### config.mk
export PLATFORM = sky130hd
export DESIGN_NAME = ife_interrupt_flag_enable_regs
export DESIGN_NICKNAME = d
export VERILOG_FILES = /design/src/design/ife_pkg.sv /design/src/design/ife_interrupt_flag_enable_regs.sv
export SDC_FILE = /design/constraint.sdc
export NUM_CORES = 1
export LEC_CHECK = 0
export BUFFER_PORTS_ARGS = -buffer_cell sky130_fd_sc_hd__buf_2
export CORE_ASPECT_RATIO = 1.5
export CORE_MARGIN = 2
export CORE_UTILIZATION = 44
export CTS_CLUSTER_DIAMETER = 40
export DETAILED_ROUTE_END_ITERATION = 10
export PLACE_DENSITY = 0.86
export SYNTH_ARGS = -nofsm -noshare
export SYNTH_HDL_FRONTEND = slang
export SYNTH_SLANG_ARGS = --single-unit
### constraint.sdc
create_clock -name sys_clk -period 1.43 [get_ports sys_clk]
set_input_delay 0.143 -clock sys_clk [delete_from_list [all_inputs] [get_ports sys_clk]]
set_output_delay 0.143 -clock sys_clk [all_outputs]
set_load 0.1 [all_outputs]
### src/design/ife_pkg.sv
// Constants, types and register map of the interrupt flag and enable block.
// Assumes a single system clock and a plain strobe register port.
package ife_pkg;

    localparam int REG_W      = 16;
    localparam int ADDR_W     = 3;
    localparam int FLAG_REGS  = 5;
    localparam int EXT_NUM    = 3;
    localparam int STATUS_W   = 5;

    typedef logic [FLAG_REGS-1:0][REG_W-1:0] ife_flags_t;

    typedef struct packed {
        logic [ADDR_W-1:0] addr;
        logic [REG_W-1:0]  wdata;
        logic              wr;
        logic              rd;
    } ife_bus_s;

    // Register offsets
    localparam logic [ADDR_W-1:0] OFF_FLAGS0     = 3'h0;
    localparam logic [ADDR_W-1:0] OFF_FLAGS4     = 3'h4;
    localparam logic [ADDR_W-1:0] OFF_ENABLES0   = 3'h5;
    localparam logic [ADDR_W-1:0] OFF_IRQ_STATUS = 3'h6;
    localparam logic [ADDR_W-1:0] OFF_IRQ_MASK   = 3'h7;

    // Flag positions, register 0 (enable register 0 uses the same ones)
    localparam int ADC_DONE_POS   = 13;
    localparam int UART_TX_POS    = 12;
    localparam int UART_RX_POS    = 11;
    localparam int SPI_EVENT_POS  = 10;
    localparam int SPI_ERROR_POS  = 9;
    localparam int TIMER3_POS     = 8;
    localparam int TIMER2_POS     = 7;
    localparam int COMPARE2_POS   = 6;
    localparam int CAPTURE2_POS   = 5;
    localparam int TIMER1_POS     = 3;
    localparam int COMPARE1_POS   = 2;
    localparam int CAPTURE1_POS   = 1;
    localparam int EXT_INPUT0_POS = 0;
    // Register 1
    localparam int EXT_INPUT2_POS = 13;
    localparam int TIMER5_POS     = 12;
    localparam int TIMER4_POS     = 11;
    localparam int EXT_INPUT1_POS = 4;
    localparam int CHANGE_POS     = 3;
    localparam int COMPARATOR_POS = 2;
    localparam int I2C_MASTER_POS = 1;
    localparam int I2C_SLAVE_POS  = 0;
    // Registers 2 to 4
    localparam int CAPTURE3_POS   = 5;
    localparam int FAULT_A_POS    = 15;
    localparam int RTC_POS        = 14;
    localparam int PWM_PERIOD_POS = 9;
    localparam int CHARGE_POS     = 13;
    localparam int UART_ERR_POS   = 1;
    localparam int FAULT_B_POS    = 0;

    // Register that each external input lands in
    localparam int EXT0_REG = 0;
    localparam int EXT1_REG = 1;
    localparam int EXT2_REG = 1;

    // Implemented-bit masks
    localparam logic [REG_W-1:0] IMPL_FLAGS0     = 16'h3FEF;
    localparam logic [REG_W-1:0] IMPL_FLAGS1     = 16'h201F;
    localparam logic [REG_W-1:0] TIMER45_BITS    = 16'h1800;
    localparam logic [REG_W-1:0] IMPL_FLAGS2     = 16'h0020;
    localparam logic [REG_W-1:0] IMPL_FLAGS3     = 16'hC200;
    localparam logic [REG_W-1:0] IMPL_FLAGS4     = 16'h2002;
    localparam logic [REG_W-1:0] FAULT_B_BIT     = 16'h0001;
    localparam logic [REG_W-1:0] RST_VALUE       = 16'h0000;
    localparam logic [STATUS_W-1:0] RST_STATUS   = 5'h00;

endpackage : ife_pkg

### src/design/ife_interrupt_flag_enable_regs.sv
// Interrupt request flag registers 0-4, enable register 0, and a sticky
// flag-arrival status with mask and one level interrupt output.
// Assumes peripheral requests are on sys_clk; external pins are async.
// Operation
// - Flag register 0 holds ADC done at 13, UART tx 12, UART rx 11, SPI event 10, SPI error 9, timer3 8.
// - Flag register 0 holds timer2 at 7, compare2 6, capture2 5, timer1 3, compare1 2, capture1 1, ext input0 0, bit 4 unused.
// - Flag register 1 holds ext input2 at 13, timer5 12, timer4 11, ext input1 4, change 3, comparator 2, I2C master 1, I2C slave 0.
// - Timer5 and timer4 flags exist only in the larger-flash variant.
// - Flag register 2 holds only capture3 at bit 5.
// - Flag register 3 holds PWM fault A at 15, RTC at 14, PWM period at 9.
// - Flag register 4 holds charge-time unit at 13, UART error at 1, PWM fault B at 0.
// - The PWM fault B flag is absent in the smallest package variant.
// - An implemented flag reads 1 once its request has occurred, else 0.
// - Enable register 0 mirrors flag register 0, bits 15, 14 and 4 unused.
// - An enable bit at 1 lets its request through and at 0 blocks it.
// - Unimplemented bits ignore writes and read as zero.
// - Implemented flag and enable bits are read/write and reset to zero.
// - Hardware sets a flag on request; only software clears it.
// - A source has the same bit index in flag and enable registers.
//
// Design decisions made here: the register addresses and the strobed register port.
`timescale 1ns/100ps
module ife_interrupt_flag_enable_regs #(
    parameter bit LARGE_FLASH = 1'b1,
    parameter bit HAS_FAULT_B = 1'b1
) (
    input  wire logic                  sys_clk,
    input  wire logic                  rst_n,
    input  wire logic                  clk_en,
    input  wire ife_pkg::ife_bus_s     bus,
    output logic [ife_pkg::REG_W-1:0]  rdata,
    input  wire ife_pkg::ife_flags_t   periph_req,
    input  wire logic [ife_pkg::EXT_NUM-1:0] ext_pin,
    output ife_pkg::ife_flags_t        flags,
    output logic [ife_pkg::REG_W-1:0]  enables0,
    output logic [ife_pkg::REG_W-1:0]  arb_request,
    output logic                       irq
);

    // Implemented bits of one flag register, per variant
    function automatic logic [ife_pkg::REG_W-1:0] impl_mask(input int idx);
        logic [ife_pkg::REG_W-1:0] m;
        m = ife_pkg::RST_VALUE;
        case (idx)
            0: m = ife_pkg::IMPL_FLAGS0;
            1: begin
                m = ife_pkg::IMPL_FLAGS1;
                if (LARGE_FLASH)
                    m = m | ife_pkg::TIMER45_BITS;
            end
            2: m = ife_pkg::IMPL_FLAGS2;
            3: m = ife_pkg::IMPL_FLAGS3;
            4: begin
                m = ife_pkg::IMPL_FLAGS4;
                if (HAS_FAULT_B)
                    m = m | ife_pkg::FAULT_B_BIT;
            end
            default: m = ife_pkg::RST_VALUE;
        endcase
        return m;
    endfunction : impl_mask

    function automatic logic wr_hit(input logic [ife_pkg::ADDR_W-1:0] off);
        return bus.wr && (bus.addr == off);
    endfunction : wr_hit

    // External pin synchroniser; stage 0 feeds only stage 1
    logic [ife_pkg::EXT_NUM-1:0] sync0;
    logic [ife_pkg::EXT_NUM-1:0] sync1;
    logic [ife_pkg::EXT_NUM-1:0] sync_prev;

    always_ff @(posedge sys_clk or negedge rst_n) begin
        if (!rst_n) begin
            sync0     <= '0;
            sync1     <= '0;
            sync_prev <= '0;
        end else if (clk_en) begin
            sync0     <= ext_pin;
            sync1     <= sync0;
            sync_prev <= sync1;
        end
    end

    // Rising edge only: edge polarity selection lives outside this block
    logic [ife_pkg::EXT_NUM-1:0] ext_rise;
    assign ext_rise = sync1 & ~sync_prev;

    logic [ife_pkg::STATUS_W-1:0] irq_status;
    logic [ife_pkg::STATUS_W-1:0] irq_mask;

    ife_pkg::ife_flags_t               next_flags;
    ife_pkg::ife_flags_t               hw_set;
    logic [ife_pkg::REG_W-1:0]         next_enables0;
    logic [ife_pkg::STATUS_W-1:0]      next_irq_status;
    logic [ife_pkg::STATUS_W-1:0]      next_irq_mask;
    logic [ife_pkg::REG_W-1:0]         next_rdata;
    logic [ife_pkg::REG_W-1:0]         read_mux;

    always_comb begin
        hw_set = periph_req;
        hw_set[ife_pkg::EXT0_REG][ife_pkg::EXT_INPUT0_POS] =
            periph_req[ife_pkg::EXT0_REG][ife_pkg::EXT_INPUT0_POS] |
            ext_rise[0];
        hw_set[ife_pkg::EXT1_REG][ife_pkg::EXT_INPUT1_POS] =
            periph_req[ife_pkg::EXT1_REG][ife_pkg::EXT_INPUT1_POS] |
            ext_rise[1];
        hw_set[ife_pkg::EXT2_REG][ife_pkg::EXT_INPUT2_POS] =
            periph_req[ife_pkg::EXT2_REG][ife_pkg::EXT_INPUT2_POS] |
            ext_rise[2];

        next_flags      = flags;
        next_irq_status = irq_status;
        for (int r = 0; r < ife_pkg::FLAG_REGS; r++) begin
            hw_set[r] = hw_set[r] & impl_mask(r);
            if (wr_hit(ife_pkg::OFF_FLAGS0 + ife_pkg::ADDR_W'(r)))
                next_flags[r] = bus.wdata & impl_mask(r);
            // Set after the write so a same-cycle clear loses
            next_flags[r] = next_flags[r] | hw_set[r];
        end

        next_enables0 = enables0;
        if (wr_hit(ife_pkg::OFF_ENABLES0))
            next_enables0 = bus.wdata & impl_mask(0);

        // Status: one sticky bit per flag register, write one to clear
        if (wr_hit(ife_pkg::OFF_IRQ_STATUS))
            next_irq_status = irq_status &
                ~bus.wdata[ife_pkg::STATUS_W-1:0];
        for (int r = 0; r < ife_pkg::FLAG_REGS; r++) begin
            if (|hw_set[r])
                next_irq_status[r] = 1'b1;
        end

        next_irq_mask = irq_mask;
        if (wr_hit(ife_pkg::OFF_IRQ_MASK))
            next_irq_mask = bus.wdata[ife_pkg::STATUS_W-1:0];

        read_mux = ife_pkg::RST_VALUE;
        if (bus.addr <= ife_pkg::OFF_FLAGS4)
            read_mux = flags[bus.addr];
        else if (bus.addr == ife_pkg::OFF_ENABLES0)
            read_mux = enables0;
        else if (bus.addr == ife_pkg::OFF_IRQ_STATUS)
            read_mux = {{(ife_pkg::REG_W-ife_pkg::STATUS_W){1'b0}},
                        irq_status};
        else
            read_mux = {{(ife_pkg::REG_W-ife_pkg::STATUS_W){1'b0}},
                        irq_mask};
        // Read data stands for one cycle only, zero otherwise
        next_rdata = bus.rd ? read_mux : ife_pkg::RST_VALUE;
    end

    always_ff @(posedge sys_clk or negedge rst_n) begin
        if (!rst_n) begin
            for (int r = 0; r < ife_pkg::FLAG_REGS; r++)
                flags[r] <= ife_pkg::RST_VALUE;
            enables0   <= ife_pkg::RST_VALUE;
            irq_status <= ife_pkg::RST_STATUS;
            irq_mask   <= ife_pkg::RST_STATUS;
            rdata      <= ife_pkg::RST_VALUE;
        end else if (clk_en) begin
            flags      <= next_flags;
            enables0   <= next_enables0;
            irq_status <= next_irq_status;
            irq_mask   <= next_irq_mask;
            rdata      <= next_rdata;
        end
    end

    assign arb_request = flags[0] & enables0;
    assign irq         = |(irq_status & irq_mask);

endmodule : ife_interrupt_flag_enable_regs

# Word-level counts from Yosys, hierarchy flattened
# Index checks and enable logic that the tools add are counted.
# classes
bitwise	19
n_addsub	0
n_eq_ne	7
n_lt_le_gt_ge	2
n_mux	22
n_reduce_logical	26
n_shift	0
multipliers	0
n_div	0
# ops
operator	count
two-way mux 16 bit	13
AND 16 bit	5
binary-select mux 16 bit (select 3 bit)	1
OR 16 x 14 -> 16 bit	3
AND 16 x 14 -> 16 bit	1
OR 16 bit	1
OR 16 x 6 -> 16 bit	1
two-way mux 14 bit	1
AND reduction 2 bit	7
OR reduction 13 bit	1
equality test 3 bit (second input constant)	4
AND 5 bit	2
two-way mux 5 bit	2
nonzero test 2 bit	5
logical AND 1 bit	8
OR reduction 8 bit	1
equality test 3 x 2 -> 1 bit (second input constant)	2
OR reduction 3 bit	2
two-way mux 1 bit	5
inverter 5 bit	1
OR reduction 5 bit	1
less-than comparator 3 x 4 -> 1 bit (second input constant)	1
AND 3 bit	1
equality test 3 x 1 -> 1 bit (second input constant)	1
4 further kinds	6
# word_totals
regBits	128
out_inout_bits	129
latch_bits	0
romBits	0
mem_bits_rw	0
elab_cells	92
input_bits	107
memories	0

# Longest topological paths before layout
# logic_depth
word_depth	6
depth_mapped	6
depth_no_buf	4

# Least setup slack after synthesis
# No wires, ideal clock.
# synth_timing
path_kind	register to output
from	reg flags[12] (netlist name)
to	out arb_request[12] (netlist name)
stages_incl_launch_ff	2
slack_ns	-0.510
n_path_buf	0
required_time_ns	1.287
arrival_time_ns	1.797
path_cell_list	dfrtp_1 > and2_1
# synth_between
elab_chain_cells	1
# synth_lines
item	line	text
from (decl)	ife_interrupt_flag_enable_regs.sv:34	output ife_pkg::ife_flags_t flags,
from (signal, indexed assignment)	ife_interrupt_flag_enable_regs.sv:156	flags[r] <= ife_pkg::RST_VALUE;
from (signal assigned)	ife_interrupt_flag_enable_regs.sv:162	flags <= next_flags;
AND 16 x 14 -> 16 bit	ife_interrupt_flag_enable_regs.sv:170	assign arb_request = flags[0] & enables0;
to (decl)	ife_interrupt_flag_enable_regs.sv:36	output logic [ife_pkg::REG_W-1:0] arb_request,
# No other way between the ends.

# Final worst setup path
# layout_timing
from	reg irq_status[4] (netlist name)
to	out irq
# layout_between
elab_chain_cells	2
# layout_lines
item	line	text
from (decl)	ife_interrupt_flag_enable_regs.sv:88	logic [ife_pkg::STATUS_W-1:0] irq_status;
from (signal assigned)	ife_interrupt_flag_enable_regs.sv:158	irq_status <= ife_pkg::RST_STATUS;
from (signal assigned)	ife_interrupt_flag_enable_regs.sv:164	irq_status <= next_irq_status;
AND 5 bit	ife_interrupt_flag_enable_regs.sv:171	assign irq = |(irq_status & irq_mask);
OR reduction 5 bit	ife_interrupt_flag_enable_regs.sv:171	
to (decl)	ife_interrupt_flag_enable_regs.sv:37	output logic irq
# No other way between the ends.

==> qor.txt <==
Slew Viols, Final - 0
Cell variety after synth - 48
Synth Area in Adders - 0%
Die Height - 122.3 um
worst hold slack - 0.01247 ns
endpoints failing hold - 0
GR Util met1 - 27.72%
Starting Density - 44.91%
# setup viols final - 1
Syn Inst Count - 404
Clk pin slew, worst setup/hold paths - 0.06 ns
Largest delay share family, worst path - flip-flops
Final Critical Period - 1.539 ns
first-pass GRT wire length - 18.68 mm
worst slew pin tran - 0.5110 ns
leading area contributor after synthesis - dfrtp_1
Main synth FF type - dfrtp_1
vias in the first global route - 3465
Hold Path Class - primary input to flip-flop
leakage - 2.486 nW
Pre-antenna DRT Iters - 5
worst-skew pair later-pin latency - 0.34 ns
setup ws final - -0.1088 ns
crit path DAT - 1.40 ns
largest net degree at the start of global routing - 36
part of the cycle the worst path needs - 107.6%
CP Capture Type - primary output
boundary pin count - 236
Iter 0 DRT Violations - 332
clock buffer count from CTS - 9
CTS tree - done
yosys warns - 0
Core Footprint - 0.009146 sq mm
# placed instances - 645
failing checks - negative setup slack
largest family of logic cells by synthesized area - simple AND/OR/NAND/NOR gates
Power Dens Cells - 1706 mW/mm^2
setup_tns - -0.1088 ns
mapped cell area - 0.004108 sq mm
register area share after synthesis - 46.30%
Crit-path slowest cell - dfrtp_1
average via count per standard cell - 5.349
critical path launch point type - flip-flop
post-synthesis compound-gate area fraction - 11.57%
GR peak layer - met2
grt met3 use - 3.900%
post-synthesis mux area share - 10.75%
maximum vdd drop - 1.240 mV
RSZ-0062 raised after global routing - yes
total wire length - 11.83 mm
xor/xnor share of the synthesized area - 0%
Largest stage delay, worst path - 0.38 ns
ant diodes - 0
Async S/R FF share, synth - 100.0%
ANT nets after route - 0
Bufs on Longest Clock Path - 2
Setup CP Type - flip-flop to primary output
number of flops mapped to enable cells by yosys - 0
simple-gate share of the synthesized area - 17.82%
Via Count - 3552
CTS H-tree lvls - 3
global router's overall resource usage - 23.92%
Critical Path Fanout Max - 2
DRC - 0
Layout Skew - 0.006962 ns
MaxCap Viol Count - 0
commonest non-fill, non-tap cell in the layout - buf_2
Area Overhead vs Synth - 30.16%
placer congestion estimate - 0.8908
Max-slew headroom - 66.17%
worst-path cell chain - a222oi_1 > nand2_1 > buf_12
most frequent cells in the layout - 110 x buf_2, 65 x nand2_1, 58 x conb_1
Clock Tree Root - clkbuf_16
fin util - 58.45%
dpl hpwl - 8.978 mm
maximum clock rate - 0.6499 GHz
Critical path buffers and inverters - 1
antenna violations before repair - 0
wire per inst - 17.82 um
synth top area cells - dfrtp_1 46%, buf_4 11%, mux2_2 7.7%
die width - 82.89 um
Core Rows - 43
Final Power - 9.120 mW
outcome - complete, but fails checks
Sink Count - 76
synthesized flop and latch total - 76
count of non-filler cells in the finished layout - 664
layout net count - 654
M2 GR Usage - 41.23%
top-area cell type share of the netlist area - 46.30%
layout cells sized above 1 - 46.20%
GRT overflow - 0
data required time of the worst path - 1.29 ns
die area - 0.01014 sq mm
Syn Area/Cell - 10.17 sq um
port buffer count - 125
## metal layers
layer / share of wire, % / vias up
met5: 0 / -
met4: 4.1 / 0
met3: 7.1 / 33
met2: 52 / 216
met1: 37 / 1721
li1: - / 1582
## final cells by class
cell class / instances / area, sq um
fillers: 772 / 3800
flip-flops and latches: 76 / 1949
multi-input cells: 302 / 1883
repair buffers: 154 / 1008
clock buffers: 10 / 239.0
well taps: 112 / 140.1
clock inverters: 6 / 111.4
inverters: 4 / 15.01
## cells by family after synthesis
kind of cell           Yosys count
AND/OR/NAND/NOR                146
buffers and inverters           83
flip-flops                      76
AO/OA/AOI/OAI                   60
multiplexers                    38
other                            1
## through the flow
stage	area [sq um]	setup WS, ns
CTS	5334	-0.1133
finish	5346	-0.1088
global route	5346	-0.1738
floorplan	4385	0.0009877
global placement	4933	0.06154
detailed placement	4933	0.004464
## power breakdown
| group | switching (mW) | internal [mW] | leakage, nW | total [mW] |
|---|---|---|---|---|
| combinational | 3.11 | 0.756 | 1.50 | 3.87 |
| clock | 0.877 | 1.75 | 0.169 | 2.63 |
| sequential | 0.208 | 2.42 | 0.821 | 2.62 |
## timing repair
| item | in CTS | in global routing |
|---|---|---|
| pin swaps | 2 | 2 |
| hold buffers | 1 | 0 |
| setup buffers | 2 | 0 |
| setup endpoints to repair | 5 | 6 |
| gates resized for setup | 8 | 5 |
| hold endpoints to repair | 32 | 0 |
## worst reg2reg max path, delay by kind of cell, from the launching register on
family           cells  cell delay, ns
flip-flops           1            0.49
multiplexers         1            0.48
AND/OR/NAND/NOR      1            0.15
AO/OA/AOI/OAI        1            0.11
## synth_stat cells, types with 2 or more instances
cell       number
a32o_1          2
a21oi_1         4
nor2b_1        11
nor2_2          2
a22oi_1         7
nand2b_1        3
nor3b_1         2
and2_1         14
clkbuf_1        8
nand4_1         2
buf_4          61
mux2_2         28
a31oi_1         2
mux4_2          2
nor3_1          2
a221o_1         7
inv_1           4
dfrtp_1        76
nor4_1          5
nor2_1         10
o32a_1          2
or3_1           2
nand3_1        20
buf_2          10
nand2_1        65
a22o_1          4
o21ai_0        10
mux2i_1         7
o2bb2ai_1      13
## final timing paths
kind,start,end,slack [ns],cells past startpoint
setup / recovery,irq_status[4],irq,-0.11,3
hold / removal,periph_req[64],flags[64],0.01,3
setup reg to reg,enables0[1],rdata[1],0.07,3
hold reg to reg,rdata[14],rdata[14],0.49,1
max in group asynchronous,rst_n,flags[28],0.58,3
min in group asynchronous,rst_n,flags[65],0.31,2
## sequential cells by signal, summed over array words and instances, names as in the netlist
| signal | cells |
|---|---|
| flags | 28 |
| rdata | 16 |
| enables0 | 13 |
| irq_mask | 5 |
| irq_status | 5 |
| sync0 | 3 |
| sync1 | 3 |
| sync_prev | 3 |
No activity file was read; power rests on OpenSTA's default activity.
